File: src/include/ext_irq_cfg.svh
// offsets, vector addresses and reset values of the external pin interrupt unit
// assumes a wishbone byte address where each register takes one aligned word
`ifndef EXT_IRQ_CFG_SVH
`define EXT_IRQ_CFG_SVH

// register index; byte address is four times this
`define PC_MASK_IDX    8'h10
`define MASK_IDX       8'h13
`define SENSE_IDX      8'h14
`define FLAGS_IDX      8'h15
`define PCCTRL_IDX     8'h16
`define PCFLAGS_IDX    8'h17
`define GIE_IDX        8'h18
`define VEC_IDX        8'h19

`define MASK_RST       8'h00
`define PC_MASK_RST    8'h00
`define SENSE_RST      8'h00
`define PCCTRL_RST     8'h00
`define PC_WIDTH       4

// program addresses of the vectors
`define VEC_RESET      10'h000
`define VEC_EXT        10'h001
`define VEC_PC         10'h002
`define VEC_TCAPT      10'h003
`define VEC_TOVF       10'h004
`define VEC_TMA        10'h005
`define VEC_TMB        10'h006
`define VEC_CMP        10'h007
`define VEC_WDOG       10'h008
`define VEC_SUPPLY     10'h009
`define VEC_ADC        10'h00a

`endif

File: src/include/ext_irq_pkg.sv
// types of the external pin interrupt unit
// assumes nothing beyond the constants header
`default_nettype none

package ext_irq_pkg;
  typedef enum logic [1:0] {
    SENSE_LOW  = 2'h0,
    SENSE_ANY  = 2'h1,
    SENSE_FALL = 2'h2,
    SENSE_RISE = 2'h3
  } sense_t;

  // vector request to the core
  typedef struct packed {
    logic       valid;
    logic [9:0] addr;
  } vec_req_t;

  // request lines from the sources other than this unit
  typedef struct packed {
    logic tcapt;
    logic tovf;
    logic tma;
    logic tmb;
    logic cmp;
    logic wdog;
    logic supply;
    logic adc;
  } other_irq_t;
endpackage

`default_nettype wire

File: src/logic/ext_irq_unit.sv
// external pin and pin-change interrupt unit with vector selection
// assumes a classic wishbone master on clk_i; pins arrive asynchronously
// Function
// - every reset cause vectors to address 0x000
// - fixed single-word vector per interrupt source
// - pin activity triggers even when pins drive
// - any enabled pin-change input toggling requests
// - pin changes seen without a running clock
// - sense select: low, change, fall, rise
// - low level requests while pin stays low
// - edges recognised only with running clock
// - low level seen without a clock
// - vanished wake level wakes without interrupt
// - pin sampled; pulses over one clock caught
// - external vector needs mask bit and global enable
// - edge or change sets external flag
// - flag cleared on entry or write one
// - external flag stays zero in level mode
// - pin-change vector needs enable and global enable
// - pin-change flag set, cleared entry or write-one
// - pin-change mask at 0x10, reset zero
`timescale 1ns/1ps
`default_nettype none
`include "ext_irq_cfg.svh"

module ext_irq_unit
  import ext_irq_pkg::*;
(
  // clock and reset
  input  wire logic               clk_i,
  input  wire logic               rst_i,
  // classic wishbone slave
  input  wire logic               cyc_i,
  input  wire logic               stb_i,
  input  wire logic               we_i,
  input  wire logic [9:0]         adr_i,
  input  wire logic [3:0]         sel_i,
  input  wire logic [31:0]        dat_i,
  output logic      [31:0]        dat_o,
  output logic                    ack_o,
  // pins, asynchronous to clk_i
  input  wire logic               ext_irq_pin_i,
  input  wire logic [3:0]         pin_change_inputs_i,
  // sleep and reset causes
  input  wire logic               io_clk_run_i,
  input  wire logic               reset_cause_i,
  // core side
  input  wire logic               status_gie_i,
  input  wire logic               vec_taken_i,
  input  wire other_irq_t         other_irq_i,
  output vec_req_t                vec_req_o,
  output logic                    wake_o
);

  logic [7:0]  mask_q;
  logic [7:0]  sense_q;
  logic [7:0]  pcctrl_q;
  logic [7:0]  pc_mask_q;
  logic        ext_flag_q;
  logic        pc_flag_q;
  logic [1:0]  ext_sync_q;
  logic [3:0]  pc_s1_q;
  logic [3:0]  pc_s2_q;
  logic        ext_prev_q;
  logic [3:0]  pc_prev_q;
  logic        ack_q;
  logic [31:0] dat_q;
  vec_req_t    vec_q;
  logic        rst_seen_q;

  function automatic logic reg_hit(input logic [9:0] a,
                                   input logic [7:0] idx);
    reg_hit = (a[9:2] == idx);
  endfunction

  wire logic   req    = cyc_i && stb_i && !ack_q;
  wire logic   wr_req = req && we_i && sel_i[0];
  wire sense_t sense  = sense_t'(sense_q[1:0]);
  wire logic   ext_s  = ext_sync_q[1];

  // two-flop synchronisers, pin level read whatever its direction
  always_ff @(posedge clk_i)
  begin
    if (rst_i)
    begin
      ext_sync_q <= 2'h3;
      pc_s1_q    <= 4'h0;
      pc_s2_q    <= 4'h0;
    end
    else
    begin
      ext_sync_q <= {ext_sync_q[0], ext_irq_pin_i};
      pc_s1_q    <= pin_change_inputs_i;
      pc_s2_q    <= pc_s1_q;
    end
  end

  always_ff @(posedge clk_i)
  begin
    if (rst_i)
    begin
      ext_prev_q <= 1'b1;
      pc_prev_q  <= 4'h0;
    end
    else
    begin
      ext_prev_q <= ext_s;
      pc_prev_q  <= pc_s2_q;
    end
  end

  // edge detection needs the io clock to be running
  logic ext_edge_ev;
  always_comb
  begin
    ext_edge_ev = 1'b0;
    case (sense)
      SENSE_ANY:  ext_edge_ev = ext_s ^ ext_prev_q;
      SENSE_FALL: ext_edge_ev = ext_prev_q && !ext_s;
      SENSE_RISE: ext_edge_ev = !ext_prev_q && ext_s;
      default:    ext_edge_ev = 1'b0;
    endcase
    ext_edge_ev = ext_edge_ev && io_clk_run_i;
  end

  wire logic level_mode = (sense == SENSE_LOW);
  wire logic level_req  = level_mode && !ext_s;
  wire logic pc_ev = |((pc_s2_q ^ pc_prev_q) & pc_mask_q[3:0]);

  // clockless wake path: raw low level or raw change against last sample
  wire logic pc_raw_ch =
    |((pin_change_inputs_i ^ pc_prev_q) & pc_mask_q[3:0]);
  assign wake_o = (level_mode && mask_q[0] && !ext_irq_pin_i)
                || (pcctrl_q[0] && pc_raw_ch);

  wire logic ext_en = mask_q[0] && status_gie_i;
  wire logic pc_en  = pcctrl_q[0] && status_gie_i;
  // level request reads the live synchronised level, so a level gone
  // before wake-up completes yields no vector
  wire logic ext_pend = ext_en && (level_mode ? level_req : ext_flag_q);
  wire logic pc_pend  = pc_en && pc_flag_q;

  wire logic ent_ext = vec_taken_i && vec_q.valid &&
                       (vec_q.addr == `VEC_EXT);
  wire logic ent_pc  = vec_taken_i && vec_q.valid &&
                       (vec_q.addr == `VEC_PC);

  wire logic w_flags   = wr_req && reg_hit(adr_i, `FLAGS_IDX);
  wire logic w_pcflags = wr_req && reg_hit(adr_i, `PCFLAGS_IDX);

  always_ff @(posedge clk_i)
  begin
    if (rst_i)
      ext_flag_q <= 1'b0;
    else if (level_mode)
      ext_flag_q <= 1'b0;
    else if (ext_edge_ev)
      ext_flag_q <= 1'b1;
    else if (ent_ext || (w_flags && dat_i[0]))
      ext_flag_q <= 1'b0;
  end

  always_ff @(posedge clk_i)
  begin
    if (rst_i)
      pc_flag_q <= 1'b0;
    else if (pc_ev)
      pc_flag_q <= 1'b1;
    else if (ent_pc || (w_pcflags && dat_i[0]))
      pc_flag_q <= 1'b0;
  end

  // vector selection, lowest number wins
  logic [9:0] vaddr;
  logic       vvalid;
  always_comb
  begin
    vvalid = 1'b1;
    vaddr  = `VEC_RESET;
    if (rst_seen_q)
      vaddr = `VEC_RESET;
    else if (ext_pend)
      vaddr = `VEC_EXT;
    else if (pc_pend)
      vaddr = `VEC_PC;
    else if (other_irq_i.tcapt)
      vaddr = `VEC_TCAPT;
    else if (other_irq_i.tovf)
      vaddr = `VEC_TOVF;
    else if (other_irq_i.tma)
      vaddr = `VEC_TMA;
    else if (other_irq_i.tmb)
      vaddr = `VEC_TMB;
    else if (status_gie_i && other_irq_i.cmp)
      vaddr = `VEC_CMP;
    else if (status_gie_i && other_irq_i.wdog)
      vaddr = `VEC_WDOG;
    else if (status_gie_i && other_irq_i.supply)
      vaddr = `VEC_SUPPLY;
    else if (status_gie_i && other_irq_i.adc)
      vaddr = `VEC_ADC;
    else
      vvalid = 1'b0;
    if (!rst_seen_q && !status_gie_i)
      vvalid = 1'b0;
  end

  // reset cause request held until the core takes it
  always_ff @(posedge clk_i)
  begin
    if (rst_i)
      rst_seen_q <= 1'b1;
    else if (reset_cause_i)
      rst_seen_q <= 1'b1;
    else if (vec_taken_i && vec_q.valid && vec_q.addr == `VEC_RESET)
      rst_seen_q <= 1'b0;
  end

  // registered vector; cleared a cycle after a take to avoid a double entry
  always_ff @(posedge clk_i)
  begin
    if (rst_i)
      vec_q <= '0;
    else if (vec_taken_i)
      vec_q <= '0;
    else
      vec_q <= '{valid: vvalid, addr: vaddr};
  end
  assign vec_req_o = vec_q;

  // register writes
  always_ff @(posedge clk_i)
  begin
    if (rst_i)
    begin
      mask_q   <= `MASK_RST;
      sense_q  <= `SENSE_RST;
      pcctrl_q <= `PCCTRL_RST;
      pc_mask_q <= `PC_MASK_RST;
    end
    else if (wr_req)
    begin
      if (reg_hit(adr_i, `MASK_IDX))
        mask_q <= {7'h00, dat_i[0]};
      if (reg_hit(adr_i, `SENSE_IDX))
        sense_q <= {6'h00, dat_i[1:0]};
      if (reg_hit(adr_i, `PCCTRL_IDX))
        pcctrl_q <= {7'h00, dat_i[0]};
      if (reg_hit(adr_i, `PC_MASK_IDX))
        pc_mask_q <= {4'h0, dat_i[3:0]};
    end
  end

  // read data, one cycle answer; unmapped reads zero
  logic [7:0] rd;
  always_comb
  begin
    rd = 8'h00;
    case (adr_i[9:2])
      `MASK_IDX:    rd = mask_q;
      `SENSE_IDX:   rd = sense_q;
      `FLAGS_IDX:   rd = {7'h00, ext_flag_q};
      `PCCTRL_IDX:  rd = pcctrl_q;
      `PCFLAGS_IDX: rd = {7'h00, pc_flag_q};
      `PC_MASK_IDX: rd = pc_mask_q;
      `GIE_IDX:     rd = {7'h00, status_gie_i};
      `VEC_IDX:     rd = {vec_q.valid, 3'h0, vec_q.addr[3:0]};
      default:      rd = 8'h00;
    endcase
  end

  always_ff @(posedge clk_i)
  begin
    if (rst_i)
    begin
      ack_q <= 1'b0;
      dat_q <= 32'h0;
    end
    else
    begin
      ack_q <= req;
      dat_q <= req ? {24'h0, rd} : 32'h0;
    end
  end
  assign ack_o = ack_q;
  assign dat_o = dat_q;

  // flag set by an edge is never lost to a same-cycle write-one
  property p_set_wins;
    @(posedge clk_i) disable iff (rst_i)
    (ext_edge_ev && !level_mode) |=> ext_flag_q;
  endproperty
  a_set_wins: assert property (p_set_wins)
    else $error("edge set lost");

  property p_level_flag;
    @(posedge clk_i) disable iff (rst_i)
    level_mode ##1 level_mode |-> !ext_flag_q;
  endproperty
  a_level_flag: assert property (p_level_flag)
    else $error("flag set in level mode");

  property p_ext_gate;
    @(posedge clk_i) disable iff (rst_i)
    (vec_q.valid && vec_q.addr == `VEC_EXT) |->
      $past(mask_q[0]) && $past(status_gie_i);
  endproperty
  a_ext_gate: assert property (p_ext_gate)
    else $error("ext vector without enables");

  property p_pc_gate;
    @(posedge clk_i) disable iff (rst_i)
    (vec_q.valid && vec_q.addr == `VEC_PC) |->
      $past(pcctrl_q[0]) && $past(status_gie_i);
  endproperty
  a_pc_gate: assert property (p_pc_gate)
    else $error("pc vector without enables");

  property p_pc_set;
    @(posedge clk_i) disable iff (rst_i)
    pc_ev |=> pc_flag_q;
  endproperty
  a_pc_set: assert property (p_pc_set)
    else $error("pin change flag not set");

  property p_prio;
    @(posedge clk_i) disable iff (rst_i)
    (!rst_seen_q && ext_pend && !vec_taken_i) |=> vec_q.addr == `VEC_EXT;
  endproperty
  a_prio: assert property (p_prio)
    else $error("ext not first");

  property p_level_req;
    @(posedge clk_i) disable iff (rst_i)
    (level_mode && mask_q[0] && status_gie_i && !ext_s && !rst_seen_q
      && !vec_taken_i) |=> vec_q.valid;
  endproperty
  a_level_req: assert property (p_level_req)
    else $error("level request dropped");

  property p_reset_vec;
    @(posedge clk_i) disable iff (rst_i)
    (reset_cause_i && !vec_taken_i) |=> ##1
      ($past(vec_taken_i) || (vec_q.valid && vec_q.addr == `VEC_RESET));
  endproperty
  a_reset_vec: assert property (p_reset_vec)
    else $error("reset vector missing");

  property p_fall;
    @(posedge clk_i) disable iff (rst_i)
    (sense == SENSE_FALL && io_clk_run_i && ext_prev_q && !ext_s)
      |=> ext_flag_q;
  endproperty
  a_fall: assert property (p_fall)
    else $error("falling edge missed");

  property p_rise;
    @(posedge clk_i) disable iff (rst_i)
    (sense == SENSE_RISE && io_clk_run_i && !ext_prev_q && ext_s)
      |=> ext_flag_q;
  endproperty
  a_rise: assert property (p_rise)
    else $error("rising edge missed");

  // a stopped io clock must never let an edge reach the flag
  property p_edge_gate;
    @(posedge clk_i) disable iff (rst_i)
    (!io_clk_run_i && !ext_flag_q) |=> !ext_flag_q;
  endproperty
  a_edge_gate: assert property (p_edge_gate)
    else $error("edge seen without io clock");

  property p_w1c;
    @(posedge clk_i) disable iff (rst_i)
    (w_flags && dat_i[0] && !ext_edge_ev) |=> !ext_flag_q;
  endproperty
  a_w1c: assert property (p_w1c)
    else $error("write one did not clear flag");

endmodule

`default_nettype wire

File: config.mk
export PLATFORM = sky130hd
export DESIGN_NAME = ext_irq_unit
export DESIGN_NICKNAME = d
export VERILOG_FILES = /design/src/include/ext_irq_pkg.sv /design/src/logic/ext_irq_unit.sv
export VERILOG_INCLUDE_DIRS = /design/src /design/src/include
export SDC_FILE = /design/constraint.sdc
export NUM_CORES = 1
export LEC_CHECK = 0
export BUFFER_PORTS_ARGS = -buffer_cell sky130_fd_sc_hd__clkbuf_2
export CORE_ASPECT_RATIO = 0.9
export CORE_UTILIZATION = 40
export DETAILED_ROUTE_END_ITERATION = 8
export HOLD_SLACK_MARGIN = 0.1
export PLACE_DENSITY = 0.75
export SYNTH_ARGS = -nofsm -noshare
export SYNTH_HDL_FRONTEND = slang
export SYNTH_SLANG_ARGS = --single-unit
File: constraint.sdc
create_clock -name clk_i -period 2 [get_ports clk_i]
set_clock_uncertainty 0.15 [all_clocks]
set_input_delay 0 -clock clk_i [delete_from_list [all_inputs] [get_ports clk_i]]
set_output_delay 0 -clock clk_i [all_outputs]
set_load 0.005 [all_outputs]
=== After elaboration in Yosys (flattened, before gate mapping) ===
Index checks and enable logic that the tools add are counted.

* Output and inout port bits: 45
* Input bits: 68
* Flip-flop bits (word level): 70
* Word-level logic and storage cells: 124

* Equality and inequality tests: 13
* Bitwise logic cells: 6
* Reductions and logical operators: 56
* Muxes and demuxes: 28

{| class="wikitable"
|+ Operators by type and width
! operator !! number
|-
| equality test 8 x 5 -> 1 bit, second input constant || 8
|-
| case mux 8 bit (8 select lines) || 1
|-
| logical AND 1 bit || 28
|-
| 2-to-1 mux 1 bit || 17
|-
| 2-to-1 mux 3 bit || 4
|-
| 2-to-1 mux 4 bit || 3
|-
| OR reduction 12 bit || 1
|-
| OR reduction 4 bit || 3
|-
| equality test 10 x 1 -> 1 bit, second input constant || 1
|-
| equality test 10 x 2 -> 1 bit, second input constant || 1
|-
| zero test 10 bit || 1
|-
| OR reduction 10 bit || 1
|-
| AND 4 bit || 2
|-
| AND reduction 2 bit || 4
|-
| bitwise XOR 4 bit || 2
|-
| zero test 1 bit || 6
|-
| OR reduction 2 bit || 3
|-
| OR reduction 3 bit || 2
|-
| OR reduction 6 bit || 1
|-
| equality test 2 bit, second input constant || 2
|-
| 2-to-1 mux 2 bit || 2
|-
| nonzero test 2 bit || 2
|-
| logical OR 1 bit || 3
|-
| case mux 1 bit (3 select lines) || 1
|-
| 4 further kinds || 4
|}

=== Longest topological paths before layout ===
Gate-level depths: netlist (run 1).

* Depth after elaboration: 12
* Depth in mapped cells: 6

=== Worst setup path before layout (run 1) ===
Ideal clock, no wire load.

* Kind: register -> register
* Start: reg ack_q (netlist: ack_o)
* End: reg pc_flag_q
* Arrival: 1427 ps
* Library setup time: 133 ps
* Cell stages (with the launch flop): 5
* Slack: 291 ps
* Clock period less this slack: 1709 ps
* Path through: dfxtp_1 -> nand3b_1 -> or4_4 -> o31ai_1 -> a31oi_1

* Word-level cells in the longest chain between the ends: 8

{| class="wikitable"
|+ RTL lines
! element !! line !! source
|-
| from (decl) || ext_irq_unit.sv:66 || <nowiki>logic ack_q;</nowiki>
|-
| from (signal assigned) || ext_irq_unit.sv:281 || <nowiki>ack_q <= req;</nowiki>
|-
| zero test 1 bit || ext_irq_unit.sv:76 || <nowiki>wire logic req = cyc_i && stb_i && !ack_q;</nowiki>
|-
| logical AND 1 bit || ext_irq_unit.sv:76 ||
|-
| logical AND 1 bit (2 in series) || ext_irq_unit.sv:77 || <nowiki>wire logic wr_req = req && we_i && sel_i[0];</nowiki>
|-
| logical AND 1 bit || ext_irq_unit.sv:149 || <nowiki>wire logic w_pcflags = wr_req && reg_hit(adr_i, `PCFLAGS_IDX);</nowiki>
|-
| logical AND 1 bit || ext_irq_unit.sv:169 || <nowiki>else if (ent_pc || (w_pcflags && dat_i[0]))</nowiki>
|-
| logical OR 1 bit || ext_irq_unit.sv:169 ||
|-
| nonzero test 2 bit (no line) || - ||
|-
| to (signal assigned) || ext_irq_unit.sv:166 || <nowiki>pc_flag_q <= 1'b0;</nowiki>
|-
| to (signal assigned) || ext_irq_unit.sv:168 || <nowiki>pc_flag_q <= 1'b1;</nowiki>
|-
| to (signal assigned) || ext_irq_unit.sv:170 || <nowiki>pc_flag_q <= 1'b0;</nowiki>
|-
| to (decl) || ext_irq_unit.sv:60 || <nowiki>logic pc_flag_q;</nowiki>
|}

No other way between the ends.
A chain may end at the register's enable or synchronous reset.

=== Worst setup path in the final report (run 1) ===
* Start: reg vec_q (netlist bit vec_req_o[3])
* End: reg rst_seen_q

* Word-level cells in the longest chain between the ends: 2

{| class="wikitable"
|+ RTL lines
! element !! line !! source
|-
| from (decl) || ext_irq_unit.sv:68 || <nowiki>vec_req_t vec_q;</nowiki>
|-
| from (signal assigned) || ext_irq_unit.sv:227 || <nowiki>vec_q <= '{valid: vvalid, addr: vaddr};</nowiki>
|-
| zero test 10 bit (no line) || - ||
|-
| logical AND 1 bit (no line) || - ||
|-
| to (signal assigned) || ext_irq_unit.sv:212 || <nowiki>rst_seen_q <= 1'b1;</nowiki>
|-
| to (signal assigned) || ext_irq_unit.sv:214 || <nowiki>rst_seen_q <= 1'b1;</nowiki>
|-
| to (signal assigned) || ext_irq_unit.sv:216 || <nowiki>rst_seen_q <= 1'b0;</nowiki>
|-
| to (decl) || ext_irq_unit.sv:69 || <nowiki>logic rst_seen_q;</nowiki>
|}

No other way between the ends.

==> results summary, run 1 <==
The number of remaining DRC errors came out at 0. The run finished with clean final reports. Setup violations remaining at the end of the flow were counted as 0. In this run, synthesis produced a sequential element count of 37.

The via count normalized by instance count is around 4.8. The clock tree from TritonCTS is built. The total clock buffers created by CTS is 5. The actual slew at the worst max-slew pin is between 0.6 and 0.7 ns. Yosys attributes the largest share of cell area to sky130_fd_sc_hd__dfxtp_1, sky130_fd_sc_hd__buf_4, sky130_fd_sc_hd__nor2b_1. The total standard cell area after synthesis came out at 2010 um2.

The total of buffers placed on input and output ports is between 40 and 50. The clock net in this run drives a total of 37 sinks. The required time at the worst-slack endpoint is about 2.0 ns. During synthesis, Yosys emitted a total of 0 warnings. The share of total power in the clock network is 0.411. The final hold violation count is 0.

The most used flip-flop cell after synthesis is sky130_fd_sc_hd__dfxtp_1. The leakage power total came out at between 1 and 1.5 nW. In this run the worst hold path is classified as input pin to flop. The setup path with the least slack is of type flop to flop. At the later pin of the worst-skew pair, clock insertion delay measures between 0.2 and 0.3 ns. The global-route wire length before repair came out at between 7000 and 8000 um. The critical path arrival is around 2 ns. The final-layout setup total negative slack came out at 0 ns. In the final layout, flip-flops and latches occupy roughly 740 um2. The number of max-capacitance violations reported is 0. For this run, the top clock speed supported by timing is 520 MHz. The area of the multi-input gates is about 1100 um2. The number of placed I/O pins is ~110. The standard cell core area is just under 5000 um2. The logic gate share of total power is 0.124. The synthesized design contains 0 enable-type register cells. The total global routing overflow is 0. Subtracting the final worst setup slack from the clock period gives 1.92 ns. Summing over every cut layer, the via total after detailed routing is approximately 1800. The fill cell instance count of the final layout is about 440. The final total power is approximately 1.6 mW.

The floorplan die height came out at approximately 69 um. The clock edge transition at the registers on the reported setup and hold paths came out at 0.07 ns. The chip width came out at roughly 77 um. The number of nets still failing antenna checks after routing came out at 0. Setup repair after global routing left no endpoint under its margin. The starting utilization of the core area came out at 0.415. The number of antenna violations at the first check in global routing is 1. The post-synthesis sequential area ratio came out at 0.369. Row generation in the floorplan step produced 24 rows. The number of global-route vias before repair is between 1500 and 2000. The share of final-layout standard cells stronger than drive strength 1 came out at 0.228.

The number of max-slew violations in the final report was 0. The net switching power is ~0.37 mW. A synthesized cell averages around 8.7 um2. The maximum resistive drop on vdd came out at between 0.3 and 0.4 mV. The normalized max-slew margin came out at 0.595. Power spread over the standard cell area amounts to 617 nW/um2. The routability congestion estimate from global placement came out at ~0.83. The most frequent cell after synthesis is sky130_fd_sc_hd__dfxtp_1. Of the total power, the share spent switching nets is 0.229. The largest total area in the synthesized netlist belongs to sky130_fd_sc_hd__dfxtp_1. Entering global routing, the biggest net connects 32 pins. The part of the power in registers came out at 0.465. The routed length per placed instance came out at 12.6 um. The worst setup path is launched from a flop. Summed over all nets, the half-perimeter wirelength after detailed placement is 3020 um.

The internal power came out at between 1 and 1.5 mW. The endpoint kind of the worst setup timing path is a flop. The die covers roughly 5300 um2. The share of the clock period used by the worst path after layout came out at 0.961. Along the worst path, the maximum fanout reaches 4. The share of the synthesized area in the top cell type is 0.369. The aggregate global-route resource usage is 0.186. The fraction of registers with async set/reset is 0.

No sink is reached through more buffers than the 2 on the longest clock path. The first-iteration detailed-routing DRC count is 139. By count the netlist is led by sky130_fd_sc_hd__dfxtp_1, sky130_fd_sc_hd__buf_4, sky130_fd_sc_hd__nor2_1, sky130_fd_sc_hd__nor2b_1.

The count of different cell masters after synthesis came out at 44. The number of search-and-repair iterations in the first detailed-routing pass came out at 4. The signed area change from the synthesized netlist to the final layout came out at 32.1%. After the last flow step, the layout net total stands at 380.

Summed over all layers, the routed wires come to between 4000 and 5000 um. CTS built an H-tree with a depth of 2. The CTS root buffer is sky130_fd_sc_hd__clkbuf_8. The count of hold-fix buffers inserted at cts is 32. The synthesized netlist cell count is 230.
## layout by cell type, fill, tap and decap left out, types with 3 or more instances in the layout
cell type,count
sky130_fd_sc_hd__mux2i_1,7
sky130_fd_sc_hd__o31ai_1,3
sky130_fd_sc_hd__nand3_1,7
sky130_fd_sc_hd__nand4_1,3
sky130_fd_sc_hd__nand2_1,10
sky130_fd_sc_hd__dlygate4sd3_1,30
sky130_fd_sc_hd__conb_1,33
sky130_fd_sc_hd__o21ai_0,7
sky130_fd_sc_hd__nor2_1,17
sky130_fd_sc_hd__nand3b_1,3
sky130_fd_sc_hd__xor2_1,8
sky130_fd_sc_hd__a22oi_1,6
sky130_fd_sc_hd__nand2b_1,3
sky130_fd_sc_hd__nor2b_1,15
sky130_fd_sc_hd__clkbuf_8,6
sky130_fd_sc_hd__buf_4,5
sky130_fd_sc_hd__nor3_1,4
sky130_fd_sc_hd__or2_2,4
sky130_fd_sc_hd__or4_4,3
sky130_fd_sc_hd__nor4_1,4
sky130_fd_sc_hd__clkbuf_2,43
sky130_fd_sc_hd__dfxtp_1,37
sky130_fd_sc_hd__inv_1,8
sky130_fd_sc_hd__a21oi_1,10
## routing by layer
metal | global-route usage | share of wire | up-vias
met5 | 0 | 0 | -
met4 | 0.0748 | 0.0099 | 0
met3 | 0.0566 | 0.068 | 5
met2 | 0.296 | 0.48 | 71
met1 | 0.235 | 0.44 | 823
li1 | - | - | 902
## kinds of logic after synthesis
family,count (synthesis),synth area share
simple gates,84,0.245
compound gates,40,0.137
fa+ha+maj,2,0.0125
mux,9,0.0462
buf+inv,49,0.153
other cells,1,0.00187
xor+xnor,8,0.0349
flops,37,0.369
## final cells by class
cell class,instances,area share
multi-input combinational,176,0.408
sequential,37,0.280
timing repair buffer,82,0.225
clock buffer,7,0.0326
tap,65,0.0307
clock inverter,1,0.0113
inverter,8,0.0113
antenna,1,0.000945
## registers in the layout (all words and copies together) (netlist names), 2 cells and up
signal	cells
pc_s2_q	4
dat_o	5
pc_mask_q	4
vec_req_o	5
pc_s1_q	4
ext_sync_q	2
pc_prev_q	4
sense_q	2
## power by group through the flow
stage               registers [mW]  logic (mW)  clock network [mW]
floorplan                    0.774       0.133                   0
global placement             0.775       0.146                   0
detailed placement           0.776       0.149                   0
CTS                          0.759       0.197               0.682
global route                 0.760       0.224               0.720
finish                       0.759       0.202               0.672
## worst max-delay path, stage by stage (launching register included)
cell	delay (ns)
sky130_fd_sc_hd__dfxtp_1	0.33
sky130_fd_sc_hd__or4_1	0.58
sky130_fd_sc_hd__o21ai_1	0.15
sky130_fd_sc_hd__nand2_1	0.06
sky130_fd_sc_hd__dlygate4sd3_1	0.55
## final timing paths
| check | from | endpoint | slack [ns] | cells after the start |
|---|---|---|---|---|
| worst max-delay path | vec_req_o[3] | rst_seen_q | 0.08 | 4 |
| worst min-delay path | adr_i[8] | pcctrl_q[0] | 0.07 | 4 |
| worst max register to register | vec_req_o[3] | rst_seen_q | 0.08 | 4 |
| worst min register to register | ext_sync_q[0] | ext_sync_q[1] | 0.27 | 1 |
## what timing repair did
action,in CTS,in global routing
hold endpoints to repair,27,2
buffers inserted,0,1
endpoints found under the setup margin,0,6
resized for setup,0,7
## through the flow
stage          worst slack (ns)  std cells  hold WS (ns)   util  instance area, um2
6_report                 0.0774        377        0.0731  0.548                2650
3_3_place_gp              0.117        337        0.0374  0.454                2200
3_5_place_dp              0.133        337        0.0424  0.454                2200
2_1_floorplan             0.291        262       -0.0717      -                2130
4_1_cts                  0.0119        377        0.0644  0.545                2630
5_1_grt                  0.0135        377        0.0610  0.548                2650
No activity file was read; power rests on OpenSTA's default activity.
==> run 2: changes to the inputs <==
Settings changed: CORE_ASPECT_RATIO 0.9 to default, SKIP_LAST_GASP from default to 1.
==> run 2 against run 1 <==
Compared with the run above: the flow now finishes with violations (setup timing); non-clock buffer count rose by 1; wire length rose by 6.2%; global-route usage rose by 0.84 points; critical path depth rose by 3; via count rose by 3.7%; sequential power barely moved; flip-flop and latch count did not move; largest power group unchanged; highest routed layer unchanged.
==> results summary, run 2 (synthesized netlist as in run 1, its figures left out) <==
The final net count came out at 381 (+0.26%). The routed length per placed instance came out at 13.3 um (+5.6%). The number of cell instances on the worst register-to-register path is 4 (unchanged).

The clock edge transition at the registers on the reported setup and hold paths came out at 0.07 ns (about the same). The area of the multi-input gates came out at 1090 um2 (+1.0%). The register area is 741 um2 (unchanged). The standard cell core area came out at 4790 um2 (-1.0%). The net switching power came out at 0.376 mW (+0.65%).

The post-route minimum period was 2.07 ns (+0.152 ns). The total of buffers placed on input and output ports is 46 (unchanged). The number of search-and-repair iterations in the first detailed-routing pass came out at 4 (unchanged). The half-perimeter wire length after detailed placement came out at 3150 um (+4.2%). The slack of the worst reg-to-reg path is 0.09 ns (about the same).

TritonCTS built the clock tree. The power per standard cell area is 615 nW/um2 (-0.21%). The non-filler instance count after layout came out at 379 (+0.53%).

The required time at the worst-slack endpoint was 2.00 ns (-0.03 ns). The number of vias in the routed layout was 1868 (+3.7%). The number of max-capacitance violations reported is 0 (unchanged). The clock latency on the worst-skew pair is 0.29 ns (about the same). The critical path arrival came out at 2.07 ns (+0.12 ns). The count of hold-fix buffers inserted at cts came to 32 (unchanged). The fill cell instance count of the final layout was 440 (+0.92%).

The number of H-tree levels is 2 (unchanged). The number of endpoints failing setup at the final stage came out at 1 (+1). The final worst-path setup slack came out at -0.0744 ns (-0.152 ns). The total clock buffers created by CTS came out at 5 (unchanged).

The post-placement cell area is 2200 um2 (+0.11%). The switching fraction of total power came to 0.230 (+0.00110). The endpoint kind of the worst setup timing path is a flop.

The number of antenna violations at the first check in global routing is 0 (-1). The routability congestion estimate from global placement came out at 0.867 (+4.9%). The share of total power in the clock network came out at 0.410 (about the same).

The pre-CTS worst setup slack is 0.156 ns (+0.0235 ns). The internal power came out at 1.26 mW (about the same). The share of the clock period used by the worst path after layout came out at 1.04 (+0.0759). The total global routing overflow came out at 0 (unchanged). The instance count after placement with tap cells included was 339 (+0.59%). The number of remaining DRC errors is 0 (unchanged). The maximum fanout along the worst path is 2 (-2).

The tightest min-delay check is of the input pin to flop type. The library cells used most frequently in the layout, excluding fill and tap cells, are sky130_fd_sc_hd__clkbuf_2, sky130_fd_sc_hd__dfxtp_1, sky130_fd_sc_hd__conb_1, sky130_fd_sc_hd__dlygate4sd3_1, sky130_fd_sc_hd__nor2_1. The share of final-layout standard cells stronger than drive strength 1 is 0.237 (+0.00888). The maximum buffer depth of the clock tree came out at 2 (unchanged). In this run the worst setup path begins at other_irq_i[0]. The leakage power total came out at 1.18 nW (-0.30%). The chip width is 72.8 um (-5.0%).

The actual slew at the worst max-slew pin was 0.614 ns (+0.00708 ns). The aggregate global-route resource usage came out at 0.195 (+0.00836). The root buffer cell chosen for the clock tree is sky130_fd_sc_hd__clkbuf_8. Following the worst setup path forward leads to its endpoint at vec_req_o[10]. The reg-to-reg startpoint is vec_req_o[3]. The kind of critical path is input pin to flop. The part of the power in registers is 0.464 (about the same). The number of nets still failing antenna checks after routing came to 0 (unchanged). The final hold violation count came out at 0 (unchanged).

The number of placed I/O pins is 113 (unchanged). The endpoint of the worst register-to-register path is rst_seen_q. The number of max-slew violations in the final report is 0 (unchanged).

The logic gate share of total power is 0.126 (+0.002). The via count normalized by instance count was 4.93 (+3.2%). The signed area change from the synthesized netlist to the final layout is 32.6%. The run finished, with violations left. The maximum number of pins on one net before global-route repair came out at 32 (unchanged). The number of antenna cells inserted is 0 (-1).

The final reports fail on setup timing. The count of clock tree sinks is 37 (unchanged). The worst setup path is launched from an input pin. The library cell used most frequently in the layout, excluding fill and tap cells, is sky130_fd_sc_hd__clkbuf_2. The starting utilization of the core area is 0.419 (+0.00423). The final non-filler cell area came to 2660 um2 (+0.38%). The normalized max-slew margin is 0.590 (-0.00472). The first-iteration detailed-routing DRC count came to 176 (+27%). The global-route wire length before repair came out at 7660 um (-0.17%). The floorplan die height is 72.8 um (+5.3%). The number of global-route vias before repair is 1694 (+0.95%). The fmax came out at 482 MHz (-7.3%).

The count of standard-cell rows came out at 25 (+4.2%). The maximum resistive drop on vdd came out at 0.455 mV (+21%). The total routed wirelength came out at 5030 um (+6.2%). The area of the die came out at 5300 um2 (about the same).
==> run 2: cell types whose count changed in the layout (fill, tap and decap cells not counted) <==
| cell | before | now |
|---|---|---|
| sky130_fd_sc_hd__nor3b_1 | 2 | 1 |
| sky130_fd_sc_hd__a2111oi_0 | 1 | 0 |
| sky130_fd_sc_hd__a2111oi_2 | 0 | 1 |
| sky130_fd_sc_hd__diode_2 | 1 | 0 |
| sky130_fd_sc_hd__dlygate4sd3_1 | 30 | 31 |
| sky130_fd_sc_hd__buf_4 | 5 | 6 |
| sky130_fd_sc_hd__dlymetal6s4s_1 | 2 | 1 |
| sky130_fd_sc_hd__clkbuf_2 | 43 | 44 |
| sky130_fd_sc_hd__nor3b_2 | 0 | 1 |
| sky130_fd_sc_hd__buf_6 | 1 | 0 |
==> run 2: routing by layer <==
layer | global-route usage | share of wire | vias up
met5 | 0 | 0 | -
met4 | 0.0893 | 0.016 | 0
met3 | 0.0552 | 0.063 | 10
met2 | 0.323 | 0.48 | 84
met1 | 0.234 | 0.44 | 873
li1 | - | - | 901
==> run 2: worst min-delay path by stage <==
stage / from / endpoint / slack, ns / depth (start not counted)
after floorplan: vec_taken_i / vec_req_o[10] / -0.07 / 1
after global placement: reset_cause_i / rst_seen_q / 0.03 / 3
after detailed placement: reset_cause_i / rst_seen_q / 0.03 / 3
after CTS: adr_i[7] / pcctrl_q[0] / 0.08 / 4
after global routing: adr_i[8] / pcctrl_q[0] / 0.1 / 4
final: adr_i[7] / pcctrl_q[0] / 0.10 / 4
==> run 2: worst max-delay path, stage by stage <==
cell and delay (ns):
sky130_fd_sc_hd__dlygate4sd3_1 0.56, sky130_fd_sc_hd__clkbuf_2 0.13, sky130_fd_sc_hd__nor3_1 0.24, sky130_fd_sc_hd__dlygate4sd3_1 0.62, sky130_fd_sc_hd__nand3_1 0.10, sky130_fd_sc_hd__nor3_1 0.31
sky130_fd_sc_hd__nor4_1 0.12
==> run 2: cell type report <==
type,count,share of cell area
well taps,67,0.0315
clock buffers,7,0.0325
multi-input cells,176,0.411
flip-flops and latches,37,0.279
repair buffers,83,0.224
inverters,8,0.0113
clock inverters,1,0.0113
==> run 2: per-stage QoR <==
| step | power, mW | hold slack, ns | util | setup TNS, ns |
|---|---|---|---|---|
| floorplan | 0.907 | -0.0717 | - | 0 |
| global placement | 0.921 | 0.0257 | 0.460 | 0 |
| detailed placement | 0.925 | 0.0330 | 0.460 | 0 |
| CTS | 1.64 | 0.0767 | 0.551 | 0 |
| global route | 1.71 | 0.0974 | 0.556 | -0.145 |
| finish | 1.64 | 0.101 | 0.556 | -0.0744 |
==> run 2: repair_timing <==
item / CTS / global route
resized for setup: 0 / 8
endpoints found under the hold margin: 27 / 1
setup endpoints to repair: 0 / 8
setup buffers: 0 / 1
==> run 2: power by group through the flow <==
stage	logic, mW	registers (mW)	clock network, mW
final	0.206	0.759	0.671
after global routing	0.227	0.760	0.722
after CTS	0.196	0.759	0.686
after detailed placement	0.149	0.776	0
after global placement	0.146	0.775	0
after floorplan	0.133	0.774	0
